--- src/shared/cdp_pkg.sv ---
// cdp_pkg: constants and pin carriers for the cache/dram pin mux.
// assumes one system clock; pins are sampled by the core itself.
package cdp_pkg;
  // ==========================================================
  // widths and field positions
  localparam int unsigned TAG_W     = 8;
  localparam int unsigned IRQ_W     = 5;
  localparam int unsigned DRQ_W     = 3;
  localparam int unsigned TAG_IRQ_L = 3;  // tag bits 7..3 -> irq 15,14,12,7,3
  localparam int unsigned TAG_DRQ_H = 2;  // tag bits 2..0 -> drq 7..5

  // ==========================================================
  // reset values
  localparam logic STROBE_IDLE = 1'b1;  // active-low strobes deasserted
  localparam logic OE_OFF      = 1'b0;

  // ==========================================================
  // pin carriers
  typedef struct packed {
    logic             page_cache_disable_in;         // page_cache_disable_in
    logic             refresh_n;   // refresh strobe level
    logic             read_pin;    // dram read pin level (channel check)
    logic [TAG_W-1:0] tag;         // tag_data_lines level
    logic             tag_we_pin;  // tag write pin level (coprocessor_irq)
  } cdp_pin_in_s;

  typedef struct packed {
    logic             cpu_cache_enable_n;
    logic             dram_write_enable_n;
    logic             dram_read_enable_n;
    logic             dram_read_oe;
    logic             refresh_n;
    logic             refresh_oe;
    logic [TAG_W-1:0] tag;
    logic             tag_oe;
    logic             tag_write_enable_n;
    logic             tag_we_oe;
  } cdp_pin_out_s;

  localparam cdp_pin_out_s PIN_OUT_RST = '{
    cpu_cache_enable_n:  STROBE_IDLE,
    dram_write_enable_n: STROBE_IDLE,
    dram_read_enable_n:  STROBE_IDLE,
    dram_read_oe:        OE_OFF,
    refresh_n:           STROBE_IDLE,
    refresh_oe:          OE_OFF,
    tag:                 '0,
    tag_oe:              OE_OFF,
    tag_write_enable_n:  STROBE_IDLE,
    tag_we_oe:           OE_OFF
  };

  typedef struct packed {
    logic             page_attr;       // pcd level, plain processor
    logic             cacheable_ind;   // pcd read active-low, wb processor
    logic             channel_check_n; // iochk level, non-cached
    logic             coprocessor_irq;
    logic             ext_refresh_req; // one-cycle pulse
    logic [IRQ_W-1:0] irq_req;
    logic [DRQ_W-1:0] dma_req;
    logic [TAG_W-1:0] tag_rdata;
  } cdp_user_out_s;

  localparam cdp_user_out_s USER_OUT_RST = '{
    page_attr:       1'b0,
    cacheable_ind:   1'b0,
    channel_check_n: STROBE_IDLE,
    coprocessor_irq: 1'b0,
    ext_refresh_req: 1'b0,
    irq_req:         '0,
    dma_req:         '0,
    tag_rdata:       '0
  };
endpackage

--- src/core/cdp_pin_mux.sv ---
// cdp_pin_mux: cache, tag ram and local dram pin functions.
// assumes all controls come from logic on i_clock; pins are asynchronous.
`timescale 1ns/1ps
module cdp_pin_mux (
  input  wire logic                       i_clock,         // 100 MHz
  input  wire logic                       i_rst,           // sync, high
  input  wire logic                       i_cached_mode,   // 1 = cached
  input  wire logic                       i_wb_cpu,        // wb cpu variant
  input  wire logic                       i_cycle_cacheable, // cur cycle
  input  wire logic                       i_dram_wr_req,   // dram write
  input  wire logic                       i_dram_rd_req,   // dram read
  input  wire logic                       i_refresh_start, // own refresh
  input  wire logic                       i_isa_master,    // isa master on
  input  wire logic                       i_tag_wr_req,    // tag write
  input  wire logic                       i_tag_drive,     // drive tag bus
  input  wire logic [cdp_pkg::TAG_W-1:0]  i_tag_wdata,     // tag to write
  input  wire logic [cdp_pkg::IRQ_W-1:0]  i_irq_edge,      // 1 = edge mode
  input  wire logic [cdp_pkg::IRQ_W-1:0]  i_irq_ack,       // clears edge
  input  wire cdp_pkg::cdp_pin_in_s       i_pins,          // pin levels
  output cdp_pkg::cdp_pin_out_s           o_pins,          // pin drives
  output cdp_pkg::cdp_user_out_s          o_user           // decoded
);
  import cdp_pkg::*;

  // ==========================================================
  // pin synchronisers
  // flops start at idle pin levels: no false channel check or edge
  localparam cdp_pin_in_s PIN_IN_IDLE = '{
    page_cache_disable_in:        1'b0,
    refresh_n:  STROBE_IDLE,
    read_pin:   STROBE_IDLE,
    tag:        '0,
    tag_we_pin: 1'b0
  };

  cdp_pin_in_s sync1;
  cdp_pin_in_s sync2;
  cdp_pin_in_s prev;
  cdp_pin_in_s next_sync1;
  cdp_pin_in_s next_sync2;
  cdp_pin_in_s next_prev;
  logic [1:0]  released;       // refresh pin released, as sync1/sync2 see it
  logic [1:0]  next_released;

  always_comb begin
    next_sync1 = i_pins;
    next_sync2 = sync1;
    next_prev  = sync2;
    next_released = {released[0], ~o_pins.refresh_oe};
  end

  // sync1 feeds sync2 only; edges are taken from sync2 against prev
  always_ff @(posedge i_clock) begin
    if (i_rst) begin
      sync1    <= PIN_IN_IDLE;
      sync2    <= PIN_IN_IDLE;
      prev     <= PIN_IN_IDLE;
      released <= '0;
    end else begin
      sync1    <= next_sync1;
      sync2    <= next_sync2;
      prev     <= next_prev;
      released <= next_released;
    end
  end

  // ==========================================================
  // pin drives
  cdp_pin_out_s next_pins;

  always_comb begin
    next_pins                     = PIN_OUT_RST;
    next_pins.cpu_cache_enable_n  = ~i_cycle_cacheable;
    next_pins.dram_write_enable_n = ~i_dram_wr_req;
    next_pins.refresh_oe          = ~i_isa_master;
    next_pins.refresh_n = i_isa_master ? STROBE_IDLE
                                       : ~i_refresh_start;
    if (i_cached_mode) begin
      next_pins.dram_read_oe       = 1'b1;
      next_pins.dram_read_enable_n = ~i_dram_rd_req;
      next_pins.tag_oe             = i_tag_drive;
      next_pins.tag                = i_tag_wdata;
      next_pins.tag_we_oe          = 1'b1;
      next_pins.tag_write_enable_n = ~i_tag_wr_req;
    end
  end

  always_ff @(posedge i_clock) begin
    if (i_rst) begin
      o_pins <= PIN_OUT_RST;
    end else begin
      o_pins <= next_pins;
    end
  end

  // ==========================================================
  // interrupt requests, one per shared tag line 7..3
  logic [IRQ_W-1:0] irq;
  logic [IRQ_W-1:0] next_irq;
  logic [IRQ_W-1:0] irq_lvl;
  logic [IRQ_W-1:0] irq_old;

  assign irq_lvl = sync2.tag[TAG_W-1:TAG_IRQ_L];
  assign irq_old = prev.tag[TAG_W-1:TAG_IRQ_L];

  genvar g;
  generate
    for (g = 0; g < IRQ_W; g++) begin : g_irq
      // a new rising edge in the ack cycle still holds the request
      assign next_irq[g] = ~i_cached_mode & (i_irq_edge[g]
        ? ((irq_lvl[g] & ~irq_old[g]) | (irq[g] & ~i_irq_ack[g]))
        : irq_lvl[g]);
      always_ff @(posedge i_clock) begin
        if (i_rst) begin
          irq[g] <= 1'b0;
        end else begin
          irq[g] <= next_irq[g];
        end
      end
    end
  endgenerate

  // ==========================================================
  // decoded user side
  cdp_user_out_s next_user;

  always_comb begin
    next_user               = USER_OUT_RST;
    next_user.page_attr     = i_wb_cpu ? 1'b0 : sync2.page_cache_disable_in;
    next_user.cacheable_ind = i_wb_cpu & ~sync2.page_cache_disable_in;
    // our own drive lingers two cycles in the synchroniser after release
    next_user.ext_refresh_req = i_isa_master & released[1] & released[0]
                              & prev.refresh_n & ~sync2.refresh_n;
    next_user.irq_req       = next_irq;
    if (i_cached_mode) begin
      next_user.tag_rdata = sync2.tag;
    end else begin
      next_user.channel_check_n = sync2.read_pin;
      next_user.coprocessor_irq = sync2.tag_we_pin;
      next_user.dma_req = sync2.tag[TAG_DRQ_H:0];
    end
  end

  always_ff @(posedge i_clock) begin
    if (i_rst) begin
      o_user <= USER_OUT_RST;
    end else begin
      o_user <= next_user;
    end
  end
endmodule

--- config.mk ---
export PLATFORM = sky130hd
export DESIGN_NAME = cdp_pin_mux
export DESIGN_NICKNAME = d
export VERILOG_FILES = /design/src/shared/cdp_pkg.sv /design/src/core/cdp_pin_mux.sv
export SDC_FILE = /design/constraint.sdc
export NUM_CORES = 1
export LEC_CHECK = 0
export BUFFER_PORTS_ARGS = -buffer_cell sky130_fd_sc_hd__buf_2
export CAP_MARGIN = 20
export CELL_PAD_IN_SITES_DETAIL_PLACEMENT = 2
export CELL_PAD_IN_SITES_GLOBAL_PLACEMENT = 2
export CORE_ASPECT_RATIO = 2
export CORE_MARGIN = 2
export CORE_UTILIZATION = 27
export CTS_BUF_LIST = sky130_fd_sc_hd__clkbuf_8
export DETAILED_ROUTE_END_ITERATION = 10
export HOLD_SLACK_MARGIN = 0.08
export PLACE_DENSITY_LB_ADDON = 0.1
export SYNTH_ARGS = -nofsm -noshare
export SYNTH_HDL_FRONTEND = slang
export SYNTH_SLANG_ARGS = --single-unit
export TNS_END_PERCENT = 100
--- constraint.sdc ---
create_clock -name i_clock -period 0.8 [get_ports i_clock]
set_input_delay 0.16 -clock i_clock [delete_from_list [all_inputs] [get_ports i_clock]]
set_output_delay 0.16 -clock i_clock [all_outputs]
set_load 0.02 [all_outputs]
### Word level (Yosys, flattened, before mapping)

Index checks and enable logic that the tools add are counted.

| word-level totals | value |
|---|---|
| flip-flop bits (word level) | 78 |
| bits of input ports | 41 |
| logic and storage cells | 92 |

| cells by class | value |
|---|---|
| muxes and demuxes | 7 |
| bitwise logic cells | 45 |
| reduce and logical (&&, ||, !) cells | 4 |

Operators by type and width:

| kind | number |
|---|---|
| $and 1x1->1 | 20 |
| $not 1->1 | 20 |
| $reduce_or 2->1 | 4 |
| $mux 1 | 7 |
| $or 1x1->1 | 5 |

### Logic depth before layout (Yosys ltp)

Gate-level depths: netlist of run 1.

| depth | value |
|---|---|
| word-level depth | 5 |
| mapped depth | 3 |

### Worst setup path before layout of run 1

No wires, ideal clock.

| timing path | value |
|---|---|
| kind | flip-flop to output port |
| start point | register, netlist name o_pins[0] |
| end point | output o_pins[13] (netlist name) |
| arrival time | 0.595 ns |
| required time | 0.640 ns |
| path slack | 0.045 ns |
| stages on the path, launching flop included | 2 |
| path through | dfxtp_1 > buf_4 |

RTL lines:

| what | RTL line | RTL |
|---|---|---|
| end: declaration | cdp_pin_mux.sv:20 | `output cdp_pkg::cdp_pin_out_s o_pins,` |

==> summary.md, run 1 <==
| Metric | Value |
|---|---|
| Slowest stage delay, CP | `0.35 ns` |
| # hold bufs at CTS | `32` |
| TritonCTS clock tree | `yes` |
| Num CTS Buffers | `9` |
| Violated checks | `negative setup slack` |
| Total power draw | `6.929 mW` |
| Vias in the first global route | `approximately 1600` |
| Crit-path cells | `buf_6` |
| Slew Limit Fails | `0` |
| Worst Clk Skew | `0.004444 ns` |
| Buffer depth of the longest clock path | `2` |
| Number of H-tree levels | `3` |
| Pre-CTS setup slack | `-0.1085 ns` |
| Die area | `8011 sq um` |
| Final worst slack | `-0.1570 ns` |
| Vias per cell | `3.995` |
| Critical path class | `flip-flop to output port` |
| IO Pins | `a little under 80` |
| Later-pin clock latency in the skew report | `0.34 ns` |
| Worst EP arrival | `0.80 ns` |
| Final GP Congestion | `around 0.73` |
| Routed vias | `between 1500 and 2000` |
| Post-synth EDFFs | `0` |
| Mapped Avg Cell Area | `12.42 sq um` |
| ANT nets after route | `0` |
| Slew headroom | `0.8434` |
| Pwr per Cell Area | `2089 nW/um^2` |
| Post-route clock period utilization | `1.196` |
| Layout cell share with drive strength beyond 1 | `0.5423` |
| Period minus WS final | `between 0.9 and 1 ns` |
| CP Capture Type | `output port` |
| Async SR Flop Fraction | `0` |
| Worst path depth | `1` |
| Die width | `64.30 um` |
| Nets | `320` |
| Starting Density | `0.2743` |
| Initial antenna violation count | `0` |
| Worst-path clk slew | `approximately 0.070 ns` |
| Layout fillers | `742` |
| Core Region | `7157 sq um` |
| GR Overflow Total | `0` |
| Max Cap Violations | `0` |
| Ant diodes | `0` |
| WHS Path Cells | `2` |
| Die height | `124.6 um` |
| CP bufs+invs | `1` |
| Clock root buffer | `clkbuf_8` |
| DR pass1 iterations | `3` |
| Area delta synth->final | `68.96%` |
| WP data required | `0.64 ns` |
| Final hold violation count | `0` |
| CTS Sinks | `69` |
| Syn nets | `199` |
| Synthesis-stage register bit count | `69` |
| Ys flop type | `dfxtp_1` |
| Port Buf Inserts | `78` |
| R2R setup slack | `approximately 0.050 ns` |
| Final routed DRC violation total | `0` |
| Crit path max-delay family | `flip-flops` |
| Outcome | `finished with violations` |
| Global-route wire length before repair | `7583 um` |
| R2R depth | `2` |
| Post-Syn Instances | `roughly 160` |
| RSZ-0062 raised after global routing | `yes` |
| First-iteration detailed-routing DRC count | `30` |
| VDD IR max | `approximately 0.97 mV` |
| DP HPWL | `roughly 2800 um` |
| Worst Tran Pin Value | `0.2340 ns` |
| Fmax | `1045 MHz` |
| Routed wire length per instance | `12.19 um` |
| Hold Crit Class | `input pin to flip-flop` |
| Core occupancy in the finished layout | `0.4635` |
| WL final | `4584 um` |
| Setup violators final | `38` |
| Synth Warn # | `0` |
| Sequential fraction of the synthesis area | `0.7036` |
| Post-Syn Area | `1963 sq um` |
| CP max-delay cell | `dfxtp_2` |
| Gr usage total | `0.1278` |
| Pleak | `1.454 nW` |
| Worst-path maximum fanout | `2` |
| Setup crit start kind | `flip-flop` |
| Row Count | `44` |
| Synth cell types | `19` |
| Largest net degree at the start of global routing | `21` |
registers in the layout, indices dropped and copies added, names as in the netlist:
signal and count:
irq 1, irq_lvl 5, irq_old 5, next_prev 7, next_sync2 12, o_pins 16, o_user 20, prev 1
released 2
where the power goes:
part           total [mW]  internal [mW]  switching, mW
combinational       0.624          0.387          0.237
sequential           3.62           3.57         0.0485
clock                2.69           1.49           1.20
layout by cell type, fill, tap and decap left out, types with 3 or more instances in the layout:
master / n
buf_4: 7
a21bo_2: 5
clkinv_2: 4
a21oi_2: 5
buf_6: 38
dlygate4sd3_1: 30
or2_2: 4
nand3b_1: 5
nand2_1: 3
nor2_1: 3
buf_2: 38
and2_1: 21
clkbuf_8: 10
dfxtp_1: 31
nor2b_1: 27
dfxtp_2: 38
worst reg2reg max path, cell delays in order, from the launching register on:
cell	delay [ns]
dfxtp_1	0.34
a21bo_2	0.24
a21oi_2	0.11
cells in the mapped netlist (2+ instances only):
cell type	number	area, sq um
nand3b_1	5	37.54
a21bo_2	5	50.05
nor3b_1	2	15.01
and2_1	21	131.4
buf_2	4	20.02
dfxtp_1	69	1381
a21oi_2	5	43.79
nor2_1	4	15.01
nand2b_1	2	12.51
nor2b_1	27	168.9
or2_2	4	25.02
nand2_1	3	11.26
repair_timing:
item,in CTS,in global routing
hold endpoints to repair,35,3
pin swaps,0,4
setup buffers,1,2
setup endpoints to repair,38,43
gates resized for setup,113,5
final cells by class:
| type | count | area [sq um] | share of cell area |
|---|---|---|---|
| multi-input combinational | 82 | 545.5 | 0.1645 |
| sequential | 69 | 1429 | 0.4308 |
| clock buffer | 10 | 137.6 | 0.04149 |
| tap | 92 | 115.1 | 0.03470 |
| clock inverter | 6 | 53.80 | 0.01622 |
| timing repair buffer | 117 | 1036 | 0.3123 |
kinds of logic after synthesis:
logic type	share of synthesized area
AOI/OAI and AO/OA	0.04780
buffers and inverters	0.02231
DFF	0.7036
and+or+nand+nor	0.2263
path summary, 6_finish.rpt:
path            startpoint              to
max              o_pins[0]      o_pins[13]
min             i_pins[10]  next_sync2[10]
min reg2reg  next_sync2[9]    next_prev[9]
max reg2reg     irq_lvl[1]      o_user[12]
routing by layer:
layer  track usage  vias up  part of all wire
met5             0        -                 0
met4       0.08260        0             0.025
met2        0.2077       59              0.52
li1              -      734                 -
met3       0.04788        9             0.067
met1        0.1351      700              0.39
per-stage QoR:
stage                     hold WS, ns  instance area (sq um)  std cells  TNS, ns
after floorplan                0.2219                   1963        158        0
after global placement         0.3216                   2495        327   -1.934
after detailed placement       0.3244                   2495        327   -2.685
after CTS                    -0.02303                   3298        376   -6.279
after global routing        -0.008837                   3317        376   -6.587
final                        0.005272                   3317        376   -5.132
Power figures use the tool's default switching activity.
==> run 2, diff against run 1 <==
--- a/config.mk
+++ b/config.mk
@@ -16,6 +16,7 @@
 export DETAILED_ROUTE_END_ITERATION = 10
 export HOLD_SLACK_MARGIN = 0.08
 export PLACE_DENSITY_LB_ADDON = 0.1
+export RECOVER_POWER = 25
 export SYNTH_ARGS = -nofsm -noshare
 export SYNTH_HDL_FRONTEND = slang
 export SYNTH_SLANG_ARGS = --single-unit
==> summary.md, run 2 (synthesis results as in run 1) <==
| Metric | Value |
|---|---|
| DR pass1 iterations | `3` |
| Pleak | `roughly 1.4 nW` |
| Final GP Congestion | `0.7261` |
| Post-route clock period utilization | `1.196` |
| Row Count | `44` |
| Routed wire length per instance | `12.22 um` |
| Period minus WS final | `0.9572 ns` |
| Worst-path maximum fanout | `2` |
| WP data required | `0.64 ns` |
| Fin Hold WS | `0.005139 ns` |
| Worst EP arrival | `~0.8 ns` |
| CTS Sinks | `69` |
| Crit path max-delay family | `flip-flops` |
| CP Capture Type | `output port` |
| WL final | `4594 um` |
| Slew Limit Fails | `0` |
| Total power draw | `~7 mW` |
| Final worst slack | `-0.1572 ns` |
| Final routed DRC violation total | `0` |
| Max Cap Violations | `0` |
| Pwr per Cell Area | `2098 nW/um^2` |
| Ant diodes | `0` |
| Slowest stage delay, CP | `0.35 ns` |
| GR Overflow Total | `0` |
| CP max-delay cell | `dfxtp_2` |
| Fmax | `1045 MHz` |
| Num CTS Buffers | `9` |
| Layout cell share with drive strength beyond 1 | `0.5387` |
| Biggest register | `o_user` |
| Nets | `320` |
| Gr usage total | `0.1278` |
| Area of the multi-input gates | `545.5 sq um` |
| RSZ-0062 raised after global routing | `yes` |
| Core Region | `approximately 7200 sq um` |
| Layout Cells excl Fill | `between 300 and 400` |
| Slew headroom | `0.7436` |
| Worst Tran Pin Value | `roughly 0.38 ns` |
| Pre-CTS setup slack | `-0.1085 ns` |
| Area delta synth->final | `67.88%` |
| Port Buf Inserts | `78` |
| Die area | `8011 sq um` |
| GR Util met2 | `0.2077` |
| Met3 Use GR | `0.04788` |
| Setup crit start kind | `flip-flop` |
| Outcome | `finished with violations` |
| Final hold violation count | `0` |
| Number of H-tree levels | `3` |
| Cells after DPL | `327` |
| Later-pin clock latency in the skew report | `0.34 ns` |
| Die height | `124.6 um` |
| CP bufs+invs | `1` |
| First-iteration detailed-routing DRC count | `30` |
| IO Pins | `a little under 80` |
| Die width | `64.30 um` |
| Worst-path clk slew | `about 0.07 ns` |
| Setup violators final | `39` |
| VDD IR max | `between 0.9 and 1 mV` |
| M1 GR Usage | `0.1351` |
| Global-route wire length before repair | `around 7600 um` |
| Largest net degree at the start of global routing | `21` |
| Initial antenna violation count | `0` |
| Layout fillers | `741` |
| Vias per cell | `about 4.0` |
| Clock root buffer | `clkbuf_8` |
| Setup TNS | `-5.138 ns` |
| Hold Crit Class | `input pin to flip-flop` |
| Worst Clk Skew | `between 0.004 and 0.005 ns` |
| Number of flip-flops in the largest register | `20` |
| Routed vias | `1502` |
| DP HPWL | `approximately 2800 um` |
| Reg area | `roughly 1400 sq um` |
| Violated checks | `negative setup slack` |
| Buffer depth of the longest clock path | `2` |
| Crit-path cells | `buf_6` |
| Most frequent cells in the layout | `dfxtp_2, buf_6, buf_2` |
| # hold bufs at CTS | `32` |
| ANT nets after route | `0` |
| Grt peak-use layer | `met2` |
| TritonCTS clock tree | `yes` |
| Critical path class | `flip-flop to output port` |
| Starting Density | `0.2743` |
| Vias in the first global route | `1602` |
## run 2: path summary, 6_finish.rpt
kind,startpoint,endpoint,slack (ns),cells after the start
min,i_pins[10],next_sync2[10],0.005,2
max reg2reg,irq_lvl[1],o_user[12],0.05,2
min reg2reg,next_sync2[9],next_prev[9],0.42,1
max,o_pins[0],o_pins[13],-0.16,1
## run 2: stage by stage
stage	util	cell area (sq um)
global route	0.4605	3296
floorplan	-	1963
finish	0.4605	3296
detailed placement	0.3486	2495
global placement	0.3486	2495
CTS	0.4608	3298
## run 2: power by group
part	total, mW	internal, mW	switching, mW
Combinational	0.611	0.374	0.236
Clock	2.69	1.49	1.20
Sequential	3.62	3.57	0.0485
## run 2: cell type report
| type | count | area share |
|---|---|---|
| Clock inverter | 6 | 0.01632 |
| Timing Repair Buffer | 117 | 0.3079 |
| Sequential cell | 69 | 0.4336 |
| Tap cell | 92 | 0.03493 |
| Clock buffer | 10 | 0.04176 |
| Multi-Input combinational cell | 82 | 0.1655 |
## run 2: repair_timing
action | 4_1_cts | 5_1_grt
setup buffers | 1 | 2
endpoints found under the setup margin | 38 | 43
endpoints found under the hold margin | 35 | 3
resized for setup | 113 | 5
pin swaps | 0 | 4
## run 2: layer usage
layer / up-vias / part of all wire
li1: 734 / -
met3: 9 / 0.067
met5: - / 0
met1: 700 / 0.39
met2: 59 / 0.52
met4: 0 / 0.025
